## config.mk

```make
export PLATFORM = sky130hd
export DESIGN_NAME = tsr_regs
export DESIGN_NICKNAME = d
export VERILOG_FILES = /design/src/core/tsr_pkg.sv /design/src/core/tsr_regs.sv /design/src/core/tsr_compare.sv
export VERILOG_INCLUDE_DIRS = /design/src /design/src/core
export SDC_FILE = /design/constraint.sdc
export NUM_CORES = 1
export LEC_CHECK = 0
export BUFFER_PORTS_ARGS = -buffer_cell sky130_fd_sc_hd__buf_2
export CAP_MARGIN = 20
export CORE_MARGIN = 2
export CORE_UTILIZATION = 57
export CTS_BUF_LIST = sky130_fd_sc_hd__clkbuf_8
export DETAILED_ROUTE_END_ITERATION = 10
export MAX_ROUTING_LAYER = met4
export PLACE_DENSITY = 0.86
export SYNTH_ARGS = -nofsm -noshare
export SYNTH_HDL_FRONTEND = slang
export SYNTH_SLANG_ARGS = --single-unit
```

## constraint.sdc

```tcl
create_clock -name CLK -period 2.75 [get_ports CLK]
set_clock_uncertainty 0.1 [all_clocks]
set_input_delay 0.55 -clock CLK [delete_from_list [all_inputs] [get_ports CLK]]
set_output_delay 0.55 -clock CLK [all_outputs]
set_load 0.005 [all_outputs]
```

## src/core/tsr_defines.svh

```systemverilog
// offsets, field positions and reset values of the trip register bank
`ifndef TSR_DEFINES_SVH
`define TSR_DEFINES_SVH
`define TSR_OFF_TEMP      8'h00
`define TSR_OFF_UPPER     8'h04
`define TSR_OFF_LOWER     8'h08
`define TSR_OFF_CRIT      8'h0C
`define TSR_OFF_STATUS    8'h10
`define TSR_OFF_MASK      8'h14
`define TSR_LIMIT_MASK    16'h1FFC
`define TSR_TEMP_MASK     13'h1FFE
`define TSR_RST_LIMIT     16'h0000
`define TSR_BIT_BELOW     13
`define TSR_BIT_ABOVE     14
`define TSR_BIT_CRIT      15
`define TSR_RESP_OKAY     2'h0
`define TSR_RESP_SLVERR   2'h2
`define TSR_AXI_ADDR_W    8
`endif

```

## src/core/tsr_pkg.sv

```systemverilog
// types shared by the trip register bank
package tsr_pkg;
    typedef struct packed {
        logic below;
        logic above;
        logic crit;
    } tsr_trip_t;

    typedef enum logic [1:0] {
        TSR_W_IDLE = 2'b00,
        TSR_W_RESP = 2'b01
    } tsr_wstate_t;
endpackage

```

## src/core/tsr_regs.sv

```systemverilog
// Design decisions made here: the register offsets and the AXI4-Lite register port.
`timescale 1ns/1ps
// temperature read-back and trip limit registers behind an AXI4-Lite slave
//
// Behaviour
// - temperatures and limits are 13-bit two's complement with 0.0625 C per bit.
// - read-back temperature has 0.125 C resolution and bit 0 always reads zero.
// - bit 11 weighs 128 C and bit 12 is the sign.
// - the top three read-back bits are trip status from the current sample, not the event pin.
// - negatives are sign plus two's complement, so -0.125 C reads 1FFEh or FFFEh with status set.
// - the upper limit is writable in bits 12:2, two's complement, 0.25 C per step.
// - the lower limit is writable in bits 12:2, two's complement, 0.25 C per step.
// - the critical limit is writable in bits 12:2, two's complement, 0.25 C per step.
// - bits 15:13 and 1:0 of each limit register are read-only zero.
// - comparisons use the limits as currently programmed, with no commit step.
// - read-back bit 13 is below-window, bit 14 above-window, bit 15 above-critical.
`include "tsr_defines.svh"
module tsr_regs
    import tsr_pkg::*;
#(
    parameter int ADDR_W = `TSR_AXI_ADDR_W
)
(
    input  wire logic              CLK,
    input  wire logic              RESET_N,
    input  wire logic [12:0]       TEMP_SAMPLE,
    input  wire logic              TEMP_VALID,
    input  wire logic [ADDR_W-1:0] S_AXI_AWADDR,
    input  wire logic              S_AXI_AWVALID,
    output logic                   S_AXI_AWREADY,
    input  wire logic [31:0]       S_AXI_WDATA,
    input  wire logic [3:0]        S_AXI_WSTRB,
    input  wire logic              S_AXI_WVALID,
    output logic                   S_AXI_WREADY,
    output logic [1:0]             S_AXI_BRESP,
    output logic                   S_AXI_BVALID,
    input  wire logic              S_AXI_BREADY,
    input  wire logic [ADDR_W-1:0] S_AXI_ARADDR,
    input  wire logic              S_AXI_ARVALID,
    output logic                   S_AXI_ARREADY,
    output logic [31:0]            S_AXI_RDATA,
    output logic [1:0]             S_AXI_RRESP,
    output logic                   S_AXI_RVALID,
    input  wire logic              S_AXI_RREADY,
    output logic                   IRQ
);
    logic [15:0]       upper_limit_field_q;
    logic [15:0]       lower_limit_field_q;
    logic [15:0]       critical_limit_field_q;
    logic [12:0]       temp_q;
    tsr_trip_t         trip_d;
    tsr_trip_t         trip_q;
    logic [2:0]        status_q;
    logic [2:0]        mask_q;
    logic [ADDR_W-1:0] awaddr_q;
    logic [31:0]       wdata_q;
    logic [3:0]        wstrb_q;
    logic              aw_have_q;
    logic              w_have_q;
    tsr_wstate_t       wstate_q;
    logic              do_write;
    logic              rd_take;
    logic              rd_status;
    logic [15:0]       temp_word;
    logic [15:0]       wmerge;
    logic [15:0]       wnew;

    // status fields ride on top of the sample
    assign temp_word = {trip_q.crit, trip_q.above, trip_q.below, temp_q};

    // live compare against the present limits, no shadow copies
    tsr_compare u_cmp (
        .sample      (TEMP_SAMPLE & `TSR_TEMP_MASK),
        .upper_limit (upper_limit_field_q),
        .lower_limit (lower_limit_field_q),
        .crit_limit  (critical_limit_field_q),
        .trip        (trip_d)
    );

    // sample capture; bit 0 forced low keeps 0.125 C resolution
    always_ff @(posedge CLK) begin
        if (!RESET_N) begin
            temp_q <= 13'h0000;
            trip_q <= '0;
        end else if (TEMP_VALID) begin
            temp_q <= TEMP_SAMPLE & `TSR_TEMP_MASK;
            trip_q <= trip_d;
        end
    end

    // write channel: address and data taken in either order
    assign do_write = aw_have_q && w_have_q && (wstate_q == TSR_W_IDLE);

    always_ff @(posedge CLK) begin
        if (!RESET_N) begin
            aw_have_q     <= 1'b0;
            w_have_q      <= 1'b0;
            awaddr_q      <= '0;
            wdata_q       <= 32'h00000000;
            wstrb_q       <= 4'h0;
            S_AXI_AWREADY <= 1'b0;
            S_AXI_WREADY  <= 1'b0;
        end else begin
            S_AXI_AWREADY <= !aw_have_q && !(S_AXI_AWVALID && S_AXI_AWREADY);
            S_AXI_WREADY  <= !w_have_q && !(S_AXI_WVALID && S_AXI_WREADY);
            if (S_AXI_AWVALID && S_AXI_AWREADY) begin
                aw_have_q <= 1'b1;
                awaddr_q  <= S_AXI_AWADDR;
            end
            if (S_AXI_WVALID && S_AXI_WREADY) begin
                w_have_q <= 1'b1;
                wdata_q  <= S_AXI_WDATA;
                wstrb_q  <= S_AXI_WSTRB;
            end
            if (S_AXI_BVALID && S_AXI_BREADY) begin
                aw_have_q     <= 1'b0;
                w_have_q      <= 1'b0;
                S_AXI_AWREADY <= 1'b1;
                S_AXI_WREADY  <= 1'b1;
            end
        end
    end

    always_ff @(posedge CLK) begin
        if (!RESET_N) begin
            wstate_q     <= TSR_W_IDLE;
            S_AXI_BVALID <= 1'b0;
            S_AXI_BRESP  <= `TSR_RESP_OKAY;
        end else begin
            case (wstate_q)
                TSR_W_IDLE: begin
                    if (do_write) begin
                        wstate_q     <= TSR_W_RESP;
                        S_AXI_BVALID <= 1'b1;
                        case (awaddr_q[7:0])
                            `TSR_OFF_TEMP, `TSR_OFF_UPPER, `TSR_OFF_LOWER, `TSR_OFF_CRIT,
                            `TSR_OFF_STATUS, `TSR_OFF_MASK: S_AXI_BRESP <= `TSR_RESP_OKAY;
                            default: S_AXI_BRESP <= `TSR_RESP_SLVERR;
                        endcase
                    end
                end
                TSR_W_RESP: begin
                    if (S_AXI_BREADY) begin
                        wstate_q     <= TSR_W_IDLE;
                        S_AXI_BVALID <= 1'b0;
                    end
                end
                default: begin
                    wstate_q     <= TSR_W_IDLE;
                    S_AXI_BVALID <= 1'b0;
                end
            endcase
        end
    end

    // byte-lane merge, reserved positions masked away
    always_comb begin
        wmerge = 16'h0000;
        wnew   = 16'h0000;
        case (awaddr_q[7:0])
            `TSR_OFF_UPPER: wmerge = upper_limit_field_q;
            `TSR_OFF_LOWER: wmerge = lower_limit_field_q;
            `TSR_OFF_CRIT:  wmerge = critical_limit_field_q;
            default:        wmerge = 16'h0000;
        endcase
        wnew[7:0]  = wstrb_q[0] ? wdata_q[7:0] : wmerge[7:0];
        wnew[15:8] = wstrb_q[1] ? wdata_q[15:8] : wmerge[15:8];
        wnew       = wnew & `TSR_LIMIT_MASK;
    end

    always_ff @(posedge CLK) begin
        if (!RESET_N) begin
            upper_limit_field_q    <= `TSR_RST_LIMIT;
            lower_limit_field_q    <= `TSR_RST_LIMIT;
            critical_limit_field_q <= `TSR_RST_LIMIT;
        end else if (do_write) begin
            if (awaddr_q[7:0] == `TSR_OFF_UPPER)
                upper_limit_field_q <= wnew;
            if (awaddr_q[7:0] == `TSR_OFF_LOWER)
                lower_limit_field_q <= wnew;
            if (awaddr_q[7:0] == `TSR_OFF_CRIT)
                critical_limit_field_q <= wnew;
        end
    end

    always_ff @(posedge CLK) begin
        if (!RESET_N)
            mask_q <= 3'h0;
        else if (do_write && awaddr_q[7:0] == `TSR_OFF_MASK && wstrb_q[0])
            mask_q <= wdata_q[2:0];
    end

    // read channel
    assign rd_take   = S_AXI_ARVALID && S_AXI_ARREADY;
    assign rd_status = rd_take && (S_AXI_ARADDR[7:0] == `TSR_OFF_STATUS);

    always_ff @(posedge CLK) begin
        if (!RESET_N) begin
            S_AXI_ARREADY <= 1'b0;
            S_AXI_RVALID  <= 1'b0;
            S_AXI_RDATA   <= 32'h00000000;
            S_AXI_RRESP   <= `TSR_RESP_OKAY;
        end else begin
            S_AXI_ARREADY <= !S_AXI_RVALID && !rd_take;
            if (S_AXI_RVALID && S_AXI_RREADY) begin
                S_AXI_RVALID  <= 1'b0;
                S_AXI_ARREADY <= 1'b1;
            end
            if (rd_take) begin
                S_AXI_RVALID <= 1'b1;
                S_AXI_RRESP  <= `TSR_RESP_OKAY;
                case (S_AXI_ARADDR[7:0])
                    `TSR_OFF_TEMP:   S_AXI_RDATA <= {16'h0000, temp_word};
                    `TSR_OFF_UPPER:  S_AXI_RDATA <= {16'h0000, upper_limit_field_q};
                    `TSR_OFF_LOWER:  S_AXI_RDATA <= {16'h0000, lower_limit_field_q};
                    `TSR_OFF_CRIT:   S_AXI_RDATA <= {16'h0000, critical_limit_field_q};
                    `TSR_OFF_STATUS: S_AXI_RDATA <= {29'h00000000, status_q};
                    `TSR_OFF_MASK:   S_AXI_RDATA <= {29'h00000000, mask_q};
                    default: begin
                        S_AXI_RDATA <= 32'h00000000;
                        S_AXI_RRESP <= `TSR_RESP_SLVERR;
                    end
                endcase
            end
        end
    end

    // sticky trip entry events; a new event beats the read clear
    logic [2:0] new_evt;
    assign new_evt = TEMP_VALID ? ({trip_d.crit, trip_d.above, trip_d.below}
                                   & ~{trip_q.crit, trip_q.above, trip_q.below}) : 3'h0;

    always_ff @(posedge CLK) begin
        if (!RESET_N)
            status_q <= 3'h0;
        else
            status_q <= (rd_status ? 3'h0 : status_q) | new_evt;
    end

    always_ff @(posedge CLK) begin
        if (!RESET_N)
            IRQ <= 1'b0;
        else
            IRQ <= |(((rd_status ? 3'h0 : status_q) | new_evt) & mask_q);
    end
endmodule

```

## src/core/tsr_compare.sv

```systemverilog
`timescale 1ns/1ps
// compares one 13-bit temperature sample against the three limits
`include "tsr_defines.svh"
module tsr_compare
    import tsr_pkg::*;
(
    input  wire logic [12:0] sample,
    input  wire logic [15:0] upper_limit,
    input  wire logic [15:0] lower_limit,
    input  wire logic [15:0] crit_limit,
    output tsr_trip_t        trip
);
    // limits carry bit 2 = 0.25 C, sample bit 1 = 0.125 C: both use bit 0 = 0.0625 C
    logic signed [12:0] s_t;
    logic signed [12:0] s_u;
    logic signed [12:0] s_l;
    logic signed [12:0] s_c;

    always_comb begin
        s_t = $signed(sample);
        s_u = $signed(upper_limit[12:0]);
        s_l = $signed(lower_limit[12:0]);
        s_c = $signed(crit_limit[12:0]);
        trip.below = (s_t < s_l);
        trip.above = (s_t > s_u);
        trip.crit  = (s_t > s_c);
    end
endmodule

```

==> out/summary.txt, run 1 <==
status: completed
io pins: 115
GR Util All Layers: 26.7%
Post-synth top cells: dfxtp_1 (103), nand2_1 (72), nor2_1 (59)
Layout Cells excl Fill: 797
setup slack, reg-to-reg: 0.30 ns
Fmax: 0.409 GHz
Post-synth ARST share: 0%
CTS root buffer: clkbuf_8
peak supply drop: 0.218 mV
Bufs on Longest Clock Path: 2
num rows: 35
# setup viols final: 0
clk_lat worst skew: 0.39 ns
DRC: 0
Yosys top cell by area: dfxtp_1
via count: 4731
TritonRoute pass-1 iters: 5
EDFF count, synth: 0
clock transition at the registers of the reported paths: 0.11 ns
CTS sink cnt: 103
Initial Utilization: 58.4%
Area growth syn-to-layout: 9.72%
hold_sp: S_AXI_WDATA[0]
Die Span X: 101 um
largest net degree at the start of global routing: 57
max layer used: met4
post-synthesis sequential area ratio: 38.4%
worst r2r path cells: 8
WHS Endpoint: wdata_q[0]
Post-Syn Area per Cell: 8.64 um^2
Static Leak: 2.29 nW
Final nets: 787
vias per inst: 5.94
diodes inserted: 0
critical path class: reg2reg
RePlAce Congestion: 1.01
synth top area cells: dfxtp_1 (38%), mux2i_1 (8.2%), ha_1 (7.5%)
Synth top area share: 38.4%
Detail Placement HPWL: 9610 um
initial antenna violation count: 0
most frequent cell after synthesis: dfxtp_1
Core ar.: 9200 um^2
Seq cells post-synth: 103
fin crit period: 2.45 ns
final wirelength: 12800 um
Critical Path AT: 2.62 ns
Post-Syn Area: 5370 um^2
Max Cap Viol: 0
final setup TNS: 0 ns
post-route ant nets: 0
met3 wire len: 746 um
vias in the first global route: 4442
die height: 101 um
synthesized netlist cell count: 621
first-pass GRT wire length: 20900 um
Data required, critical path: 2.92 ns
Worst Tran Pin Value: 0.685 ns
layout cells sized above 1: 17.3%
postcts setup bufs: 0
Post-Route M1 WL: 5730 um
Final Hold Viols: 0
wire length per cell: 16.1 um
Max Transition Viols Final: 0
Ys Warns: 0
CP Launch Type: flop
Pwr Density: 474 nW/um^2
WHS Path Cells: 3
hold buffers post-CTS: 0
R2R Path End: status_q[1]
Main synth FF type: dfxtp_1
Port Buffers: 74
Setup crit end kind: flop
number of CTS-inserted buffers: 9
Inst Count DP: 782
Max H-tree Level: 3
post-route clock period utilization: 89.0%
DIE AREA: 10200 um^2
maximum fanout along the worst path: 4
worst r2r src: upper_limit_field_q[8]
met2 WL: 6100 um
initial DRC count: 218
RSZ-0062 raised after global routing: false
Max-slew headroom: 54.3%
post_cts resized: 0
TritonCTS clock tree: done
Tightest Hold Check Type: in2reg
grt total ovfl: 0
Yosys cell types: 65
-- power by group --
group / total [W] / switching, W / internal [W]
registers: 0.00158 / 0.0000408 / 0.00154
clock network: 0.000909 / 0.000569 / 0.000340
logic: 0.000308 / 0.000176 / 0.000132
total: 0.00279 / 0.000785 / 0.00201
-- cell families after synthesis --
logic type / count (synthesis) / share of synthesized area (%)
other: 1 / 0.0699
multiplexers: 48 / 9.25
buffers and inverters: 87 / 8.21
AND/OR/NAND/NOR: 187 / 17.1
adder cells (fa/ha/maj): 32 / 7.46
AO/OA/AOI/OAI: 161 / 19.1
XOR/XNOR: 2 / 0.326
flip-flops: 103 / 38.4
-- metrics by stage --
step / setup slack, ns / cell area [um^2] / util [%] / hold slack, ns / power (W)
6_report: 0.303 / 5890 / 64.0 / 0.292 / 0.00279
5_1_grt: 0.216 / 5890 / 64.0 / 0.287 / 0.00290
4_1_cts: 0.359 / 5890 / 64.0 / 0.286 / 0.00279
3_5_place_dp: 0.168 / 5710 / 62.1 / 0.343 / 0.00192
3_3_place_gp: 0.227 / 5710 / 62.1 / 0.336 / 0.00190
2_1_floorplan: 0.513 / 5430 / - / 0.336 / 0.00183
-- critical path, cell delays in order (launching register included) --
cell       delay [ns]
dfxtp_1          0.44
inv_1            0.07
ha_1             0.33
a21oi_1          0.16
o21ai_0          0.12
a2111oi_1        0.54
buf_4            0.21
xnor2_1          0.07
o41ai_1          0.29
-- per-layer routing --
metal	vias up	GRT usage, %
met4	0	8.11
met1	2256	33.4
met3	16	4.85
met2	150	44.0
li1	2309	-
met5	-	-
-- placed cells by master, fill, tap and decap left out, types with 3 or more instances in the layout --
cell type,count
a221oi_1,10
clkbuf_8,9
nor3_1,5
nand3_1,9
buf_4,10
and2_1,3
a22oi_1,5
a211oi_1,11
buf_2,74
dfxtp_1,103
nand4_1,5
nand2_1,72
o21ai_0,33
a31oi_1,25
ha_1,32
nor2_1,59
mux2i_1,44
nor2b_1,3
nand4b_1,4
nand2b_1,4
conb_1,18
a21oi_1,40
nand3b_1,4
o21ai_1,10
inv_1,36
a211o_2,6
-- flip-flops by register name (all words and copies together), names as in the netlist, 2 cells and up --
name / flops
S_AXI_RDATA: 16
wdata_q: 13
temp_q: 12
critical_limit_field_q: 11
lower_limit_field_q: 11
upper_limit_field_q: 11
awaddr_q: 8
mask_q: 3
status_q: 3
temp_word: 3
wstrb_q: 2
-- worst max-delay path by stage --
| stage | startpoint | endpoint | cells past startpoint |
|---|---|---|---|
| 6_report | upper_limit_field_q[8] | status_q[1] | 8 |
| 5_1_grt | awaddr_q[6] | upper_limit_field_q[12] | 6 |
| 4_1_cts | upper_limit_field_q[8] | status_q[1] | 8 |
| 3_5_place_dp | TEMP_SAMPLE[8] | status_q[1] | 8 |
| 3_3_place_gp | TEMP_SAMPLE[12] | IRQ | 8 |
| 2_1_floorplan | S_AXI_ARADDR[5] | S_AXI_RDATA[10] | 5 |
-- layout make-up --
class / count / area, um^2
clock buffer: 9 / 124
multi-input combinational: 448 / 2930
inverter: 36 / 135
clock inverter: 6 / 55.1
fill: 818 / 3310
sequential: 103 / 2060
timing repair buffer: 84 / 445
tap: 111 / 139
Power figures use the tool's default switching activity.
==> run 2, diff against run 1 <==
--- a/config.mk
+++ b/config.mk
@@ -13,7 +13,8 @@
 export CTS_BUF_LIST = sky130_fd_sc_hd__clkbuf_8
 export DETAILED_ROUTE_END_ITERATION = 10
 export MAX_ROUTING_LAYER = met4
-export PLACE_DENSITY = 0.86
+export PLACE_DENSITY = 0.85
 export SYNTH_ARGS = -nofsm -noshare
 export SYNTH_HDL_FRONTEND = slang
+export SYNTH_HIERARCHICAL = 1
 export SYNTH_SLANG_ARGS = --single-unit
==> run 2 against run 1 <==
Net effect:
- first-iteration DRC count up 47%
- global-route usage down 1.2 points
- largest cell class unchanged
- non-clock buffer count up 5
- synthesized cell count up 0.16%
- die area up 6.4%
- sequential power about the same
- routed wire length up 4.9%
- via count up 1.9%
- combinational power up 20%
- critical path type unchanged
- sequential share of layout area down 2.7 points
==> out/summary.txt, run 2 <==
Ys Warns: 6 (was 0)
largest net degree at the start of global routing: 108 (was 57)
Pwr Density: 448 nW/um^2 (was 474 nW/um^2)
commonest non-fill, non-tap cell in the layout: dfxtp_1 (unchanged)
Final Hold Viols: 0 (unchanged)
peak supply drop: 0.230 mV (was 0.218 mV)
status: completed (unchanged)
Tightest Hold Check Type: in2reg (unchanged)
RePlAce Congestion: 0.934 (was 1.01)
Post-synth ARST share: 0% (unchanged)
Data required, critical path: 2.92 ns (about the same)
Bufs on Longest Clock Path: 2 (unchanged)
via count: 4821 (was 4731)
Final nets: 804 (was 787)
Max Transition Viols Final: 0 (unchanged)
diodes inserted: 0 (unchanged)
initial antenna violation count: 0 (unchanged)
clk_lat worst skew: 0.38 ns (was 0.39 ns)
Main synth FF type: dfxtp_1 (unchanged)
met3 GRT Util: 4.64% (was 4.85%)
Synth top area share: 36.0% (was 38.4%)
TritonCTS clock tree: done (unchanged)
post_cts resized: 0 (unchanged)
synth top area cells: dfxtp_1 (36%), mux2i_1 (9.6%), ha_1 (8.3%) (was dfxtp_1 (38%), mux2i_1 (8.2%), ha_1 (7.5%))
Design Power: 0.00286 W (was 0.00279 W)
Critical Path AT: 2.78 ns (was 2.62 ns)
Place WS: -0.163 ns (was 0.168 ns)
Fmax: 0.383 GHz (was 0.409 GHz)
Post-synth top cells: dfxtp_1 (103), nand2_1 (69), mux2i_1 (55) (was dfxtp_1 (103), nand2_1 (72), nor2_1 (59))
postcts setup bufs: 0 (unchanged)
wire length per cell: 16.1 um (about the same)
Seq cells post-synth: 103 (unchanged)
Multi-input gate area: 3310 um^2 (was 2930 um^2)
post-route ant nets: 0 (unchanged)
Setup crit end kind: flop (unchanged)
Detail Placement HPWL: 10000 um (was 9610 um)
Post-Syn Area: 5730 um^2 (was 5370 um^2)
GRT met1 Usage: 32.9% (was 33.4%)
grt peak-use layer: met2 (unchanged)
synthesized netlist cell count: 622 (was 621)
Die Span X: 104 um (was 101 um)
Core ar.: 9770 um^2 (was 9200 um^2)
Area growth syn-to-layout: 11.4% (was 9.72%)
number of CTS-inserted buffers: 9 (unchanged)
grt met2 use: 40.8% (was 44.0%)
Static Leak: 2.71 nW (was 2.29 nW)
CTS sink cnt: 103 (unchanged)
Largest regs: S_AXI_RDATA: 16 flops, wdata_q: 13 flops, temp_q: 12 flops (unchanged)
commonest non-fill, non-tap cells in the layout: dfxtp_1 (102), buf_2 (74), nand2_1 (69), mux2i_1 (55), nor2b_1 (46) (was dfxtp_1 (103), buf_2 (74), nand2_1 (72), nor2_1 (59), mux2i_1 (44))
CP Launch Type: flop (unchanged)
Sequential cell area: 2060 um^2 (about the same)
hold buffers post-CTS: 0 (unchanged)
num rows: 36 (was 35)
DRC: 0 (unchanged)
TritonRoute pass-1 iters: 7 (was 5)
grt total ovfl: 0 (unchanged)
post-synthesis sequential area ratio: 36.0% (was 38.4%)
Fill cells: 813 (was 818)
critical path class: reg2reg (unchanged)
post-route clock period utilization: 94.9% (was 89.0%)
final instance area: 6380 um^2 (was 5890 um^2)
max FFs per register: 16 (unchanged)
EDFF count, synth: 0 (unchanged)
Area after DPL: 6190 um^2 (was 5710 um^2)
Yosys cell types: 54 (was 65)
vias per inst: 5.80 (was 5.94)
initial DRC count: 321 (was 218)
layout cells sized above 1: 18.2% (was 17.3%)
CTS root buffer: clkbuf_8 (unchanged)
post-layout util: 65.3% (was 64.0%)
vias in the first global route: 4568 (was 4442)
most frequent cell after synthesis: dfxtp_1 (unchanged)
GR Util All Layers: 25.5% (was 26.7%)
# setup viols final: 0 (unchanged)
fin crit period: 2.61 ns (was 2.45 ns)
maximum fanout along the worst path: 3 (was 4)
DIE AREA: 10900 um^2 (was 10200 um^2)
Max-slew headroom: 59.6% (was 54.3%)
Worst Tran Pin Value: 0.606 ns (was 0.685 ns)
clock transition at the registers of the reported paths: 0.11 ns (about the same)
Initial Utilization: 58.6% (was 58.4%)
final worst setup slack: 0.141 ns (was 0.303 ns)
Largest Register: S_AXI_RDATA (unchanged)
Port Buffers: 74 (unchanged)
io pins: 115 (unchanged)
final wirelength: 13400 um (was 12800 um)
Max H-tree Level: 3 (unchanged)
Post-Syn Area per Cell: 9.21 um^2 (was 8.64 um^2)
RSZ-0062 raised after global routing: false (unchanged)
Max Cap Viol: 0 (unchanged)
first-pass GRT wire length: 22100 um (was 20900 um)
Yosys top cell by area: dfxtp_1 (unchanged)
die height: 104 um (was 101 um)
## run 2: worst paths after layout
check / from / end / slack [ns] / cells after the start
worst max register to register: upper_limit_field_q[3] / IRQ / 0.14 / 11
worst min register to register: wdata_q[0] / wdata_q[0] / 0.37 / 2
worst max-delay path: upper_limit_field_q[3] / IRQ / 0.14 / 11
worst min-delay path: S_AXI_WDATA[8] / wdata_q[8] / 0.31 / 3
## run 2: worst max-delay path, cell delays in order, from the launching register on
cell and delay [ns]:
dfxtp_2 0.34, inv_1 0.04, ha_1 0.32, a21oi_2 0.16
nand2_1 0.07, a211o_1 0.30, a211oi_2 0.23, mux2i_1 0.14
and3b_1 0.21, o21ai_1 0.14, o21ba_2 0.18, a211o_1 0.28
## run 2: routing by layer
layer / up-vias / share of wire (%)
li1: 2312 / -
met1: 2270 / 43
met2: 200 / 47
met3: 39 / 7.1
met4: 0 / 2.3
met5: - / 0
## run 2: cells by family (layout without fill, tap and decap cells)
kind of cell	count (synthesis)	after routing	synth area share, %
flip-flops	103	103	36.0
other	1	26	0.0655
adder cells (fa/ha/maj)	38	38	8.30
buffers and inverters	97	148	7.89
multiplexers	67	67	13.9
AO/OA/AOI/OAI	128	128	16.1
AND/OR/NAND/NOR	188	188	17.7
## run 2: stage by stage
step	setup TNS (ns)	hold WS, ns	std cells
2_1_floorplan	0	0.343	647
3_3_place_gp	-0.0843	0.345	815
3_5_place_dp	-0.164	0.356	815
4_1_cts	0	0.302	831
5_1_grt	0	0.304	831
6_report	0	0.307	831
## run 2: power by group
group | internal (W) | switching (W) | total [W]
sequential | 0.00153 | 0.0000426 | 0.00158
clock | 0.000348 | 0.000563 | 0.000912
combinational | 0.000167 | 0.000203 | 0.000370
total | 0.00205 | 0.000809 | 0.00286
## run 2: area by class of cell
cell class | instances | area share (%)
flip-flops and latches | 103 | 32.3
inverters | 43 | 2.53
clock buffers | 9 | 1.94
clock inverters | 7 | 0.961
multi-input cells | 447 | 51.8
well taps | 133 | 2.61
repair buffers | 89 | 7.77
